$ cat config.mk
export PLATFORM = sky130hd
export DESIGN_NAME = pdg_top
export DESIGN_NICKNAME = d
export VERILOG_FILES = /design/src/pdg_pkg.sv /design/src/pdg_mon_if.sv /design/src/pdg_mon_sync.sv /design/src/pdg_top.sv
export SDC_FILE = /design/constraint.sdc
export NUM_CORES = 1
export LEC_CHECK = 0
export ABC_AREA = 0
export BUFFER_PORTS_ARGS = -buffer_cell sky130_fd_sc_hd__clkbuf_2
export CAP_MARGIN = 20
export CORE_MARGIN = 10
export CORE_UTILIZATION = 50
export CTS_BUF_LIST = sky130_fd_sc_hd__clkbuf_16
export DETAILED_ROUTE_END_ITERATION = 8
export GPL_TIMING_DRIVEN = 0
export PLACE_DENSITY = 0.72
export SYNTH_ARGS = -nofsm -noshare
export SYNTH_HDL_FRONTEND = slang
export SYNTH_SLANG_ARGS = --single-unit
$ cat constraint.sdc
create_clock -name i_ref_clk -period 3.8 [get_ports i_ref_clk]
set_input_delay 0.19 -clock i_ref_clk [delete_from_list [all_inputs] [get_ports i_ref_clk]]
set_output_delay 0.19 -clock i_ref_clk [all_outputs]
set_load 0.05 [all_outputs]
$ cat src/pdg_pkg.sv
// Constants for the low-side gate pre-driver gating and high-side monitor setup.
// Assumes the register port is word addressed and 16 bits wide.
// Summary of operation
// - Drive enable low forces all low-side gate commands off, barring active override.
// - Pre-drive supply undervoltage forces all low-side gate commands off.
// - Five-volt supply undervoltage forces all low-side gate commands off.
// - Missing clock forces gates off only when clock-loss gating bit set; resets clear.
// - Only driver 6 override ignores drive enable; other conditions still apply.
// - Gate on needs request, no undervoltage, clock ok, and enable or override.
// - Command high pulls gate up to supply, command low pulls to ground.
// - While device reset is asserted every low-side gate is held off.
// - Each low-side driver has its own independent 2-bit edge-strength code.
// - Drain and freewheel thresholds are set through separate registers, one code each.
// - Threshold codes map to fixed voltages; 1000 and 1101 to 1111 are not legal.
// - Drivers 1,3,5,7 give battery drain and freewheel comparator results.
// - Drivers 2,4,6 give boost drain, battery drain and freewheel results.
// - For drivers 2,4,6 a microcore instruction picks boost or battery drain reference.
// - Drain compare uses rail minus threshold; freewheel uses ground plus threshold.
package pdg_pkg;
  localparam int          NUM_LOW    = 6;
  localparam int          NUM_HIGH   = 7;
  localparam int          NUM_BOOST  = 3;
  localparam int          REG_W      = 16;
  localparam int          ADDR_W     = 9;
  localparam int          THR_W      = 4;
  localparam int          SLEW_W     = 2;
  // Register offsets (word addresses)
  localparam logic [8:0]  CLOCK_BACKUP_STATE_OFS      = 9'h1a8;
  localparam logic [8:0]  LOW_DRIVER_OUTPUT_SETUP_OFS = 9'h1c2;
  localparam logic [8:0]  LOW_SETUP_STRIDE            = 9'h003;
  localparam logic [8:0]  HIGH_DRAIN_THR_A_OFS        = 9'h1f0;
  localparam logic [8:0]  HIGH_DRAIN_THR_B_OFS        = 9'h1f1;
  localparam logic [8:0]  HIGH_FREEWHEEL_THR_A_OFS    = 9'h1f2;
  localparam logic [8:0]  HIGH_FREEWHEEL_THR_B_OFS    = 9'h1f3;
  localparam logic [8:0]  HIGH_MONITOR_STATE_OFS      = 9'h1f4;
  localparam logic [8:0]  HIGH_BOOST_STATE_OFS        = 9'h1f5;
  // Field positions
  localparam int          CLK_GATE_EN_BIT  = 0;
  localparam int          PLL_LOCKED_BIT   = 1;
  localparam int          SLEW_LSB         = 0;
  localparam int          OVERRIDE_BIT     = 2;
  localparam int          FREEWHEEL_LSB    = 8;
  // Reset values
  localparam logic        CLK_GATE_EN_RST  = 1'b0;
  localparam logic [1:0]  SLEW_RST         = 2'h0;
  localparam logic        OVERRIDE_RST     = 1'b0;
  localparam logic [3:0]  THR_RST          = 4'h0;
  // Index of the one driver that may override drive enable
  localparam int          OVERRIDE_CH      = 5;
  // Gray-coded gate channel states
  typedef enum logic [1:0] {
    PDG_GATE_OFF  = 2'h0,
    PDG_GATE_ON   = 2'h1
  } pdg_gate_state_t;
endpackage : pdg_pkg

$ cat src/pdg_mon_if.sv
// Carrier for raw comparator results and their synchronised copies.
// Assumes both ends run on the same system clock.
`timescale 1ns/1ps
interface pdg_mon_if #(
  parameter int WIDTH = 17
);
  logic [WIDTH-1:0] raw;
  logic [WIDTH-1:0] flag;
  modport src (output raw, input flag);
  modport snk (input raw, output flag);
endinterface : pdg_mon_if

$ cat src/pdg_mon_sync.sv
// Two-flop synchroniser bank for asynchronous comparator results.
// Assumes the results are slow analog levels, not pulses.
`timescale 1ns/1ps
module pdg_mon_sync #(
  parameter int WIDTH = 17
) (
  input  wire logic  i_ref_clk,
  input  wire logic  i_resetn,
  input  wire logic  i_clk_en,
  pdg_mon_if.snk     mon
);
  logic [WIDTH-1:0] stage1;
  logic [WIDTH-1:0] stage2;

  // First stage feeds only the second stage
  always_ff @(posedge i_ref_clk or negedge i_resetn)
  begin
    if (!i_resetn)
    begin
      stage1 <= '0;
      stage2 <= '0;
    end
    else if (i_clk_en)
    begin
      stage1 <= mon.raw;
      stage2 <= stage1;
    end
  end

  assign mon.flag = stage2;
endmodule : pdg_mon_sync

$ cat src/pdg_top.sv
// Low-side gate gating for six drivers plus high-side monitor configuration.
// Assumes a word-addressed 16-bit register port behind the serial interface,
// analog comparators outside, and channel requests on the system clock.
`timescale 1ns/1ps
module pdg_top #(
  parameter int NUM_LOW  = pdg_pkg::NUM_LOW,
  parameter int NUM_HIGH = pdg_pkg::NUM_HIGH
) (
  input  wire logic                       i_ref_clk,
  input  wire logic                       i_resetn,
  input  wire logic                       i_clk_en,
  // Register port
  input  wire logic [pdg_pkg::ADDR_W-1:0] i_reg_addr,
  input  wire logic                       i_reg_wr,
  input  wire logic [pdg_pkg::REG_W-1:0]  i_reg_wdata,
  output logic      [pdg_pkg::REG_W-1:0]  o_reg_rdata,
  // Pins and supply monitors, asynchronous
  input  wire logic                       i_global_drive_enable,
  input  wire logic                       i_predrive_supply_undervolt,
  input  wire logic                       i_five_volt_supply_undervolt,
  input  wire logic                       i_pll_locked,
  // Channel logic, same clock
  input  wire logic [NUM_LOW-1:0]         i_low_request,
  input  wire logic [2:0]                 i_boost_rail_select,
  // Comparator results, asynchronous
  input  wire logic [NUM_HIGH-1:0]        i_battery_drain_cmp,
  input  wire logic [2:0]                 i_boost_drain_cmp,
  input  wire logic [NUM_HIGH-1:0]        i_freewheel_cmp,
  // Gate and analog setup outputs
  output logic      [NUM_LOW-1:0]         o_low_gate_cmd,
  output logic      [NUM_LOW-1:0]         o_low_gate_pull_up,
  output logic      [NUM_LOW-1:0]         o_low_gate_pull_down,
  output logic      [NUM_LOW*2-1:0]       o_low_slew_code,
  output logic      [NUM_HIGH*4-1:0]      o_high_drain_threshold,
  output logic      [NUM_HIGH*4-1:0]      o_high_freewheel_threshold,
  output logic      [2:0]                 o_boost_reference_sel,
  output logic      [NUM_HIGH-1:0]        o_high_drain_fault,
  output logic      [NUM_HIGH-1:0]        o_high_freewheel_fault
);
  localparam int MON_W = 2 * NUM_HIGH + 3;

  // Legal threshold codes; the gaps 1000 and 1101..1111 have no voltage
  function automatic logic pdg_thr_legal(input logic [3:0] code);
    pdg_thr_legal = (code <= 4'h7) || ((code >= 4'h9) && (code <= 4'hc));
  endfunction : pdg_thr_legal

  // Keep the old code when software writes an illegal one
  function automatic logic [3:0] pdg_thr_pick(input logic [3:0] new_code,
                                              input logic [3:0] old_code);
    pdg_thr_pick = pdg_thr_legal(new_code) ? new_code : old_code;
  endfunction : pdg_thr_pick

  // Input synchronisers
  logic [3:0] pin_s1;
  logic [3:0] pin_s2;
  logic       drive_en_sync;
  logic       uv_pre_sync;
  logic       uv_five_sync;
  logic       clock_ok_sync;

  always_ff @(posedge i_ref_clk or negedge i_resetn)
  begin
    if (!i_resetn)
    begin
      pin_s1 <= 4'h2;
      pin_s2 <= 4'h2;
    end
    else if (i_clk_en)
    begin
      pin_s1 <= {i_pll_locked, i_five_volt_supply_undervolt,
                 i_predrive_supply_undervolt, i_global_drive_enable};
      pin_s2 <= pin_s1;
    end
  end

  // The predrive undervoltage flag resets high so the gates stay off until the monitors settle
  assign drive_en_sync = pin_s2[0];
  assign uv_pre_sync   = pin_s2[1];
  assign uv_five_sync  = pin_s2[2];
  assign clock_ok_sync = pin_s2[3];

  // Register storage
  logic                   clk_gate_en;
  logic [NUM_LOW-1:0]     override_bits;
  logic [NUM_LOW*2-1:0]   slew_bits;
  logic [NUM_HIGH*4-1:0]  drain_thr;
  logic [NUM_HIGH*4-1:0]  freewheel_thr;

  // Address decode
  logic                   hit_clock;
  logic [NUM_LOW-1:0]     hit_low;
  logic                   hit_drain_a;
  logic                   hit_drain_b;
  logic                   hit_fw_a;
  logic                   hit_fw_b;
  logic                   hit_mon;
  logic                   hit_boost;

  assign hit_clock   = (i_reg_addr == pdg_pkg::CLOCK_BACKUP_STATE_OFS);
  assign hit_drain_a = (i_reg_addr == pdg_pkg::HIGH_DRAIN_THR_A_OFS);
  assign hit_drain_b = (i_reg_addr == pdg_pkg::HIGH_DRAIN_THR_B_OFS);
  assign hit_fw_a    = (i_reg_addr == pdg_pkg::HIGH_FREEWHEEL_THR_A_OFS);
  assign hit_fw_b    = (i_reg_addr == pdg_pkg::HIGH_FREEWHEEL_THR_B_OFS);
  assign hit_mon     = (i_reg_addr == pdg_pkg::HIGH_MONITOR_STATE_OFS);
  assign hit_boost   = (i_reg_addr == pdg_pkg::HIGH_BOOST_STATE_OFS);

  // One setup register per low-side driver at a stride of three words
  genvar gl;
  generate
    for (gl = 0; gl < NUM_LOW; gl++)
    begin : g_low_dec
      localparam logic [8:0] OFS = 9'(pdg_pkg::LOW_DRIVER_OUTPUT_SETUP_OFS
                                      + gl * pdg_pkg::LOW_SETUP_STRIDE);
      assign hit_low[gl] = (i_reg_addr == OFS);
    end
  endgenerate

  // Clock-loss gating bit, off after reset
  always_ff @(posedge i_ref_clk or negedge i_resetn)
  begin
    if (!i_resetn)
      clk_gate_en <= pdg_pkg::CLK_GATE_EN_RST;
    else if (i_clk_en && i_reg_wr && hit_clock)
      clk_gate_en <= i_reg_wdata[pdg_pkg::CLK_GATE_EN_BIT];
  end

  // Per-driver slew codes and override bits, written independently
  generate
    for (gl = 0; gl < NUM_LOW; gl++)
    begin : g_low_reg
      always_ff @(posedge i_ref_clk or negedge i_resetn)
      begin
        if (!i_resetn)
        begin
          slew_bits[gl*2 +: 2] <= pdg_pkg::SLEW_RST;
          override_bits[gl]    <= pdg_pkg::OVERRIDE_RST;
        end
        else if (i_clk_en && i_reg_wr && hit_low[gl])
        begin
          slew_bits[gl*2 +: 2] <= i_reg_wdata[pdg_pkg::SLEW_LSB +: 2];
          override_bits[gl]    <= i_reg_wdata[pdg_pkg::OVERRIDE_BIT];
        end
      end
    end
  endgenerate

  // Threshold codes: HS1..HS4 in word A, HS5..HS7 in word B
  genvar gh;
  generate
    for (gh = 0; gh < NUM_HIGH; gh++)
    begin : g_thr
      localparam int LANE = (gh % 4) * 4;
      logic hit_d;
      logic hit_f;
      assign hit_d = (gh < 4) ? hit_drain_a : hit_drain_b;
      assign hit_f = (gh < 4) ? hit_fw_a : hit_fw_b;
      always_ff @(posedge i_ref_clk or negedge i_resetn)
      begin
        if (!i_resetn)
        begin
          drain_thr[gh*4 +: 4]     <= pdg_pkg::THR_RST;
          freewheel_thr[gh*4 +: 4] <= pdg_pkg::THR_RST;
        end
        else if (i_clk_en && i_reg_wr)
        begin
          if (hit_d)
            drain_thr[gh*4 +: 4] <= pdg_thr_pick(i_reg_wdata[LANE +: 4],
                                                 drain_thr[gh*4 +: 4]);
          if (hit_f)
            freewheel_thr[gh*4 +: 4] <= pdg_thr_pick(i_reg_wdata[LANE +: 4],
                                                     freewheel_thr[gh*4 +: 4]);
        end
      end
    end
  endgenerate

  // Comparator synchronisers
  pdg_mon_if #(.WIDTH(MON_W)) mon_bus ();

  assign mon_bus.raw = {i_boost_drain_cmp, i_freewheel_cmp, i_battery_drain_cmp};

  pdg_mon_sync #(.WIDTH(MON_W)) u_mon_sync (
    .i_ref_clk (i_ref_clk),
    .i_resetn  (i_resetn),
    .i_clk_en  (i_clk_en),
    .mon       (mon_bus.snk)
  );

  logic [NUM_HIGH-1:0] bat_flag;
  logic [NUM_HIGH-1:0] fw_flag;
  logic [2:0]          boost_flag;
  logic [NUM_HIGH-1:0] next_drain_fault;

  assign bat_flag   = mon_bus.flag[NUM_HIGH-1:0];
  assign fw_flag    = mon_bus.flag[2*NUM_HIGH-1:NUM_HIGH];
  assign boost_flag = mon_bus.flag[MON_W-1:2*NUM_HIGH];

  // Drivers 2,4,6 (indices 1,3,5) follow the microcore rail choice
  generate
    for (gh = 0; gh < NUM_HIGH; gh++)
    begin : g_drain
      if (gh % 2 == 1)
      begin : g_boost
        assign next_drain_fault[gh] = i_boost_rail_select[gh/2] ? boost_flag[gh/2]
                                                                : bat_flag[gh];
      end
      else
      begin : g_bat
        assign next_drain_fault[gh] = bat_flag[gh];
      end
    end
  endgenerate

  // Gate command conditions
  logic [NUM_LOW-1:0] enable_path;
  logic               supply_ok;
  logic               clock_ok;
  logic [NUM_LOW-1:0] next_gate_cmd;

  // Override counts only on driver 6; the others ignore their bit
  generate
    for (gl = 0; gl < NUM_LOW; gl++)
    begin : g_en
      if (gl == pdg_pkg::OVERRIDE_CH)
      begin : g_ovr
        assign enable_path[gl] = drive_en_sync | override_bits[gl];
      end
      else
      begin : g_plain
        assign enable_path[gl] = drive_en_sync;
      end
    end
  endgenerate

  assign supply_ok     = !uv_pre_sync && !uv_five_sync;
  assign clock_ok      = clock_ok_sync || !clk_gate_en;
  assign next_gate_cmd = i_low_request & enable_path
                         & {NUM_LOW{supply_ok && clock_ok}};

  // Registered outputs; reset forces all gates off
  always_ff @(posedge i_ref_clk or negedge i_resetn)
  begin
    if (!i_resetn)
    begin
      o_low_gate_cmd         <= '0;
      o_high_drain_fault     <= '0;
      o_high_freewheel_fault <= '0;
      o_boost_reference_sel  <= '0;
    end
    else if (i_clk_en)
    begin
      o_low_gate_cmd         <= next_gate_cmd;
      o_high_drain_fault     <= next_drain_fault;
      o_high_freewheel_fault <= fw_flag;
      o_boost_reference_sel  <= i_boost_rail_select;
    end
  end

  // Push-pull stage: exactly one side active at any time
  assign o_low_gate_pull_up   = o_low_gate_cmd;
  assign o_low_gate_pull_down = ~o_low_gate_cmd;

  // Analog setup straight from the register flops
  assign o_low_slew_code            = slew_bits;
  assign o_high_drain_threshold     = drain_thr;
  assign o_high_freewheel_threshold = freewheel_thr;

  // Read data selection; unmapped addresses read zero
  logic [pdg_pkg::REG_W-1:0] next_rdata;
  logic [pdg_pkg::REG_W-1:0] low_rd;

  always_comb
  begin
    low_rd = '0;
    for (int i = 0; i < NUM_LOW; i++)
    begin
      if (hit_low[i])
      begin
        low_rd[pdg_pkg::SLEW_LSB +: 2]  = slew_bits[i*2 +: 2];
        low_rd[pdg_pkg::OVERRIDE_BIT]   = override_bits[i];
      end
    end
  end

  always_comb
  begin
    next_rdata = '0;
    if (hit_clock)
    begin
      next_rdata[pdg_pkg::CLK_GATE_EN_BIT] = clk_gate_en;
      next_rdata[pdg_pkg::PLL_LOCKED_BIT]  = clock_ok_sync;
    end
    else if (|hit_low)
      next_rdata = low_rd;
    else if (hit_drain_a)
      next_rdata = drain_thr[15:0];
    else if (hit_drain_b)
      next_rdata = {4'h0, drain_thr[NUM_HIGH*4-1:16]};
    else if (hit_fw_a)
      next_rdata = freewheel_thr[15:0];
    else if (hit_fw_b)
      next_rdata = {4'h0, freewheel_thr[NUM_HIGH*4-1:16]};
    else if (hit_mon)
    begin
      next_rdata[NUM_HIGH-1:0] = o_high_drain_fault;
      next_rdata[pdg_pkg::FREEWHEEL_LSB +: NUM_HIGH] = o_high_freewheel_fault;
    end
    else if (hit_boost)
      next_rdata[2:0] = boost_flag;
  end

  // Read data lags the address by one cycle
  always_ff @(posedge i_ref_clk or negedge i_resetn)
  begin
    if (!i_resetn)
      o_reg_rdata <= '0;
    else if (i_clk_en)
      o_reg_rdata <= next_rdata;
  end
endmodule : pdg_top

==> metrics list, run 1 <==
* Insertion delay to the later sink of the worst-skew pair: 0.42 ns
- Proportion of netlist area held by the largest area contributor: 53.2%
- Hold timing on the final database bottoms out at a slack of 0.0102 ns.
- For this block, the routed nets add up to 21700 µm of wire.
* Mean number of vias per cell: 5.78
- Averaged over all synthesized cells, the footprint is 12.0 µm².
- The via count of the first global-routing pass is 6181.
- Number of buffer cells added on primary ports: 176
- Data required time of the worst path: 4.10 ns
- Post-synthesis to final-layout area growth: 25.8%
- OpenSTA, run right after detailed placement, puts the worst setup slack at 1.29 ns.
- Synthesized Nets: 665
- The initial antenna violation count is 1.
- Actual slew at the worst max-slew pin: 0.909 ns
* Clock root buffer master: clkbuf_16
- Share of the yosys chip area belonging to registers: 53.9%
- Placed instance area: 0.00839 mm²
- Setup crit end kind: register
- The worst hold path belongs to the class input pin to register.
- Wire length of the first global-routing pass: 34500 µm
- The routed design could run at a clock period as short as 2.06 ns.
* Number of standard cells after synthesis: 606
* Overall die area: 0.0197 mm²
* Area of combinational cells with multiple inputs: 0.00305 mm²
- CTS HTree Levels: 4
- Counting tap cells, the placed design contains a total of 963 instances.
- The synthesized netlist occupies a cell area of 0.00725 mm².
* Final worst-path setup slack: 1.74 ns
- Once layout is done, the placed cells without fillers occupy 0.00912 mm².
* Routed met1 length: 9280 µm
- Clock-pin slew was measured on the worst setup and hold paths at 0.06 ns.
- From bottom edge to top edge, the die measures 140 µm.
* Post-layout util: 64.9%
- TritonCTS built the clock tree.
* Flip-flop and latch count after synthesis: 156
* Kind of start point of the critical path: input pin
* Share of layout cells above drive strength 1: 41.2%
- The slowest stage of the critical path belongs to the cell nor3_1.
- Summing internal, switching and leakage power gives 4.05 mW.
* Post-route non-filler standard cell count: 1014
- In this run the static leakage power is 4.39 nW.
- In the global route stage, overall resource usage came out at 22.0%.
- Setup repair after global routing left no endpoint under its margin.
- Critical path, cell by cell: buf_2, nand4_1, nor3_1, nand3_1, o22ai_1, a21oi_1
- Buffers and inverters on the worst path: 1
- GRT Residual Overflow: 0
- Worst IR Drop VDD: 300 µV
* Core footprint: 0.0140 mm²
* Post-route fraction of the period consumed by the critical path: 54.3%
- Top Layer Used: met4
- The max-slew violation count came to 0.
- Total of warnings raised by yosys: 0
- Wire length per cell: 21.4 µm
- Clk buf depth: 2
- Once the floorplan was initialized, standard cells occupied 51.6% of the core.
- Cell type group with the largest total delay on the critical path: simple AND/OR/NAND/NOR gates
- The routed design uses 1820 µm of met3 wire.
- The synthesized design contains 0 enable-type register cells.
- After the first detailed-routing iteration, the DRC count stood at 605.
* Timing-limited maximum frequency: 485 MHz
- The layout has 1136 filler cells.
- Measured against its own limit, the worst slew margin works out to 39.0%.
- Clock skew on the completed layout was measured at 0.00588 ns.
- Summed over all nets, wire length on met2 after detailed routing comes to 10300 µm.
* DRC violations left: 0
- Number of standard-cell rows in the floorplan: 43
- Measured along the x axis, the die boundary spans 140 µm.
- Cells resized by post-CTS repair: 0
- In this run, distinct cell masters in the synthesized netlist total 68.
- Combined flip-flop and latch cell area: 0.00391 mm²
- Of all flip-flops after synthesis, the portion carrying an async set or reset was 100%.
- On the worst path, the slowest cell contributes a delay of 0.88 ns.
- The worst setup path is of the input pin to register kind.
* Pin count of the biggest net entering global routing: 84
* Outcome: finished clean
- Num CTS Buffers: 17
- Maximum net fanout on the critical path: 10
* Hold Violations, Final: 0
- Setup violations remaining at the end of the flow were counted as 0.
* 1st-pass router iterations: 5
* Library cell with the highest instance count after synthesis: dfrtp_1
- Cell type contributing the most total cell area after synthesis: dfrtp_1
* Final HPWL DP: 16500 µm
- Commonest cells in the netlist: dfrtp_1, mux2_2, nor2_1, a21oi_1, inv_1
- Synth top area cells: dfrtp_1, mux2_2, a21oi_1, mux2i_1, nor2_1
- The final layout contains 879 nets.
- Number of placed I/O pins: 178
* Final RePlAce weighted congestion: 0.924
* Predominant post-synthesis flop cell: dfrtp_1
- Setup_tns: 0 ns
- In this run the remaining antenna-violating nets after routing total 0.
- The detailed router placed 5863 vias in this run.
- Data arrival at the endpoint of the critical path: 2.37 ns
* Power density cells: 444 mW/mm²
- Num Clock Sinks: 156
- The tool flagged a number of max-cap violations equal to 0.
==> logic make-up (layout without fill, tap and decap cells) <==
family | after synthesis | after routing | share of synthesized area, %
AOI/OAI and AO/OA | 119 | 119 | 11.2
DFF | 156 | 156 | 53.9
buffers and inverters | 63 | 290 | 3.99
other | 0 | 1 | 0
xor gates and xnor gates | 5 | 5 | 0.604
and+or+nand+nor | 138 | 138 | 11.2
muxes | 125 | 125 | 19.2
==> cell usage in the layout, fill, tap and decap left out, types with 3 or more instances in the layout <==
cell and count:
clkbuf_2 175, dfrtp_1 154, mux2_2 107, nor2_1 36
a21oi_1 30, inv_1 29, nand2_1 23, o21ai_0 19
dlygate4sd3_1 18, o22ai_1 17, clkbuf_16 17, clkbuf_1 15
mux2i_1 15, nand3_1 12, buf_2 9, buf_4 9
a221oi_1 9, nor3_1 8, a211oi_1 7, nand2b_1 6
a22o_1 6, o22a_1 6, buf_1 5, nand3b_1 5
and3b_1 5, nand4_1 4, and2_1 4, o2bb2ai_1 4
clkinv_1 4, nor3b_1 3, nor2b_1 3, xor2_1 3
and3_1 3, a32oi_1 3, mux2_1 3
==> sequential cells by signal, summed over array words and instances (netlist names) <==
signal	count
override_bits	6
u_mon_sync.stage1	17
o_boost_reference_sel	3
u_mon_sync.mon.flag	17
o_high_freewheel_fault	7
o_low_slew_code	12
clk_gate_en	1
o_reg_rdata	16
o_high_drain_fault	7
o_high_freewheel_threshold	28
o_low_gate_cmd	6
o_high_drain_threshold	28
pin_s1	4
pin_s2	4
==> layout make-up <==
type	count	share of cell area (%)
well taps	180	2.47
clock buffers	17	4.67
multi-input cells	387	33.5
diodes	1	0.0274
inverters	24	0.988
flip-flops and latches	156	42.8
repair buffers	195	12.0
plain buffers	39	2.18
clock inverters	15	1.32
==> worst reg2reg max path: cells and delay by family, from the launching register on <==
kind	cells	cell delay, ns
AOI/OAI and AO/OA	4	0.62
and+or+nand+nor	1	0.44
DFF	1	0.37
==> layer usage <==
| layer | GRT usage, % | up-vias |
|---|---|---|
| met5 | 0 | - |
| met4 | 5.71 | 0 |
| met3 | 7.07 | 33 |
| met2 | 35.0 | 241 |
| met1 | 28.3 | 2922 |
| li1 | - | 2667 |
==> repair_timing <==
item / in CTS / in global routing
hold endpoints to repair: 90 / 0
hold buffers: 18 / 0
setup buffers: 0 / 0
==> where the power goes <==
group / total, mW / switching, mW / internal [mW] / leakage [nW]
clock: 1.59 / 0.649 / 0.942 / 0.283
combinational: 0.608 / 0.413 / 0.195 / 2.07
sequential: 1.85 / 0.0820 / 1.77 / 2.04
total: 4.05 / 1.14 / 2.90 / 4.39
==> path summary, 6_finish.rpt <==
path | startpoint | to | slack (ns) | cells past startpoint
max | i_reg_addr[4] | o_high_drain_threshold[14] | 1.74 | 6
min | i_boost_drain_cmp[0] | u_mon_sync.stage1[14] | 0.01 | 2
max reg2reg | override_bits[3] | o_reg_rdata[2] | 2.24 | 5
min reg2reg | pin_s1[3] | pin_s2[3] | 0.50 | 2
min in group asynchronous | i_resetn | o_high_freewheel_fault[0] | 0.34 | 2
max in group asynchronous | i_resetn | pin_s1[1] | 2.62 | 3
Note: power is estimated with default switching activity, not from simulation.
==> run 2, diff against run 1 <==
--- a/config.mk
+++ b/config.mk
@@ -9,7 +9,7 @@
 export BUFFER_PORTS_ARGS = -buffer_cell sky130_fd_sc_hd__clkbuf_2
 export CAP_MARGIN = 20
 export CORE_MARGIN = 10
-export CORE_UTILIZATION = 50
+export CORE_UTILIZATION = 48
 export CTS_BUF_LIST = sky130_fd_sc_hd__clkbuf_16
 export DETAILED_ROUTE_END_ITERATION = 8
 export GPL_TIMING_DRIVEN = 0
==> constraint.sdc (replaced) <==
create_clock -name i_ref_clk -period 1.75 [get_ports i_ref_clk]
set_input_delay 0.0875 -clock i_ref_clk [delete_from_list [all_inputs] [get_ports i_ref_clk]]
set_output_delay 0.0875 -clock i_ref_clk [all_outputs]
set_load 0.05 [all_outputs]
==> metrics list, run 2 (synthesis gave the netlist of run 1 again) <==
- The run finished with clean final reports.
- In this design, the stage delay of the slowest critical-path cell is 0.69 ns.
* Overall Global Routing Usage: 21.9%
- Core footprint: 0.0146 mm²
- Final worst-path setup slack: 0.0887 ns
- The initial antenna violation count is 1.
* Setup skew after layout: 0.00886 ns
- Overall via count from detail_route: 6083
- After detailed routing, the average wire length per cell comes to 21.4 µm.
- Path class of the lowest-slack min-delay path: input pin to register
- Num Clock Sinks: 156
* GRT Max-Usage Layer: met2
* CTS HTree Levels: 4
- Register-to-Register Setup Slack: 0.20 ns
- Hold timing on the final database bottoms out at a slack of 0.0269 ns.
* Die H: 143 µm
* Final RePlAce weighted congestion: 0.918
* Max Cap Viol: 0
- Effective utilization at floorplan: 49.5%
- Along the worst path, the maximum fanout reaches 10.
- The number of hold violations in the final report is 0.
* Post-route fraction of the period consumed by the critical path: 94.9%
- Counting tap cells, the placed design contains a total of 967 instances.
- Row generation in the floorplan step produced 44 rows.
- Met1 usage in global routing: 28.3%
- After detailed routing, the number of remaining DRC violations is 0.
- Power density cells: 997 mW/mm²
- Worst IR Drop VDD: 638 µV
* Net count reported at finish: 907
- The slowest stage of the critical path belongs to the cell or4b_1.
- Setup repair after global routing left no endpoint under its margin.
- The max-slew violation count was 0.
* Relative slew slack: 52.0%
- Insertion delay to the later sink of the worst-skew pair: 0.43 ns
- Counting both buffers and inverters, the worst setup path holds a total of 2.
- The first global-routing pass estimated 35000 µm of wire.
- For this block, the routed nets add up to 22400 µm of wire.
- Overall die area: 0.0204 mm²
- Traced cell by cell, the critical path runs through clkbuf_2, or4b_1, nor4_2, buf_4, a21oi_1, a221oi_1.
* Clk buf depth: 2
* GR met2 Demand/Resource: 35.2%
- Setup violations remaining at the end of the flow were counted as 0.
- Entering global routing, the biggest net connects 88 pins.
- Placed instance area: 0.00839 mm²
- Global Route met3 Usage: 5.97%
- Register clock-pin slew on the reported worst setup and hold paths: 0.06 ns
- Before CTS, the worst setup slack after placement is -0.627 ns.
* Final HPWL DP: 16600 µm
* Setup crit end kind: register
- For this run, the detailed router's first-pass iteration total came to 5.
- After routing the design area is 0.00953 mm².
- Data required time of the worst path: 2.06 ns
* GRT Residual Overflow: 0
- Leaving out fill and tap cells, the most frequent cell in the layout is clkbuf_2.
- Port buffering added 176 buffers.
- Data on the critical path arrives at its endpoint at 1.98 ns.
- Initial detailed-routing violation count: 491
* Number of antenna repair diodes: 0
- The via count of the first global-routing pass came to 6320.
- Clock root buffer master: clkbuf_16
- Post-synthesis to final-layout area growth: 31.5%
- Clock tree from TritonCTS: done
- For this design the top-level I/O count stands at 178.
* Min Clock Period, post-route: 1.66 ns
* Leading cell types in the layout, fill and taps excluded: clkbuf_2, dfrtp_1, mux2_2
* Post-route antenna net violation count: 0
- Die extent in x: 143 µm
- Cell type group with the largest total delay on the critical path: simple AND/OR/NAND/NOR gates
* Mean number of vias per cell: 5.83
* Total leakage power: 4.56 nW
* Share of layout cells above drive strength 1: 41.5%
- Excluding fillers, the count of instances in the completed layout stands at 1044.
* Timing-limited maximum frequency: 602 MHz
- Kind of start point of the critical path: input pin
- Num CTS Buffers: 17
* Category of the critical setup timing path: input pin to register
- At the pin with the least slew margin, the transition time is 0.718 ns.
## run 2: cell types whose count changed in the layout (fill, tap and decap cells not counted), moves of 2 or more
cell	delta
dlygate4sd3_1	+25
bufinv_16	+4
inv_1	-4
buf_4	+3
clkinv_1	-3
clkbuf_1	-2
clkbuf_2	+2
clkinv_2	+2
## run 2: area by class of cell
class | instances | area (µm²)
plain buffers | 39 | 204
clock buffers | 17 | 425
clock inverters | 14 | 224
fillers | 1153 | 5120
inverters | 24 | 90.1
multi-input cells | 387 | 3080
flip-flops and latches | 156 | 3910
well taps | 184 | 230
repair buffers | 223 | 1370
## run 2: per-layer routing
layer  vias up  part of all wire, %
li1       2704                    -
met1      3059                   42
met2       277                   48
met3        43                  8.1
met4         0                  2.1
met5         -                    0
## run 2: worst paths after layout
| kind | startpoint | end | cells past startpoint |
|---|---|---|---|
| max in group asynchronous | i_resetn | o_high_drain_threshold[17] | 3 |
| worst min-delay path | i_reg_wdata[13] | o_high_drain_threshold[13] | 3 |
| worst max-delay path | i_reg_addr[0] | o_high_freewheel_threshold[13] | 6 |
| worst min register to register | u_mon_sync.mon.flag[12] | o_high_freewheel_fault[5] | 1 |
| worst max register to register | override_bits[3] | o_reg_rdata[2] | 5 |
| min in group asynchronous | i_resetn | u_mon_sync.mon.flag[6] | 2 |
## run 2: worst min-delay path, stage by stage
cell	delay, ns
clkbuf_2	0.13
a21oi_1	0.13
a221oi_1	0.06
## run 2: per-stage QoR
| step | power [mW] | utilization, % | setup TNS, ns |
|---|---|---|---|
| finish | 9.50 | 65.1 | 0 |
| global route | 9.81 | 65.1 | 0 |
| CTS | 9.54 | 64.7 | 0 |
| detailed placement | 5.38 | 57.3 | -22.03 |
| global placement | 5.33 | 57.1 | -318.98 |
| floorplan | 4.87 | - | 0 |
## run 2: timing repair
action	CTS	global route
setup endpoints to repair	7	40
resized for setup	2	8
pin swaps	0	1
setup buffers	0	3
hold buffers	43	0
hold endpoints to repair	132	0
## run 2: power breakdown
| group | total (mW) | internal (mW) | switching (mW) | leakage, nW |
|---|---|---|---|---|
| clock network | 4.11 | 2.65 | 1.46 | 0.322 |
| logic | 1.37 | 0.463 | 0.911 | 2.20 |
| registers | 4.02 | 3.84 | 0.178 | 2.04 |
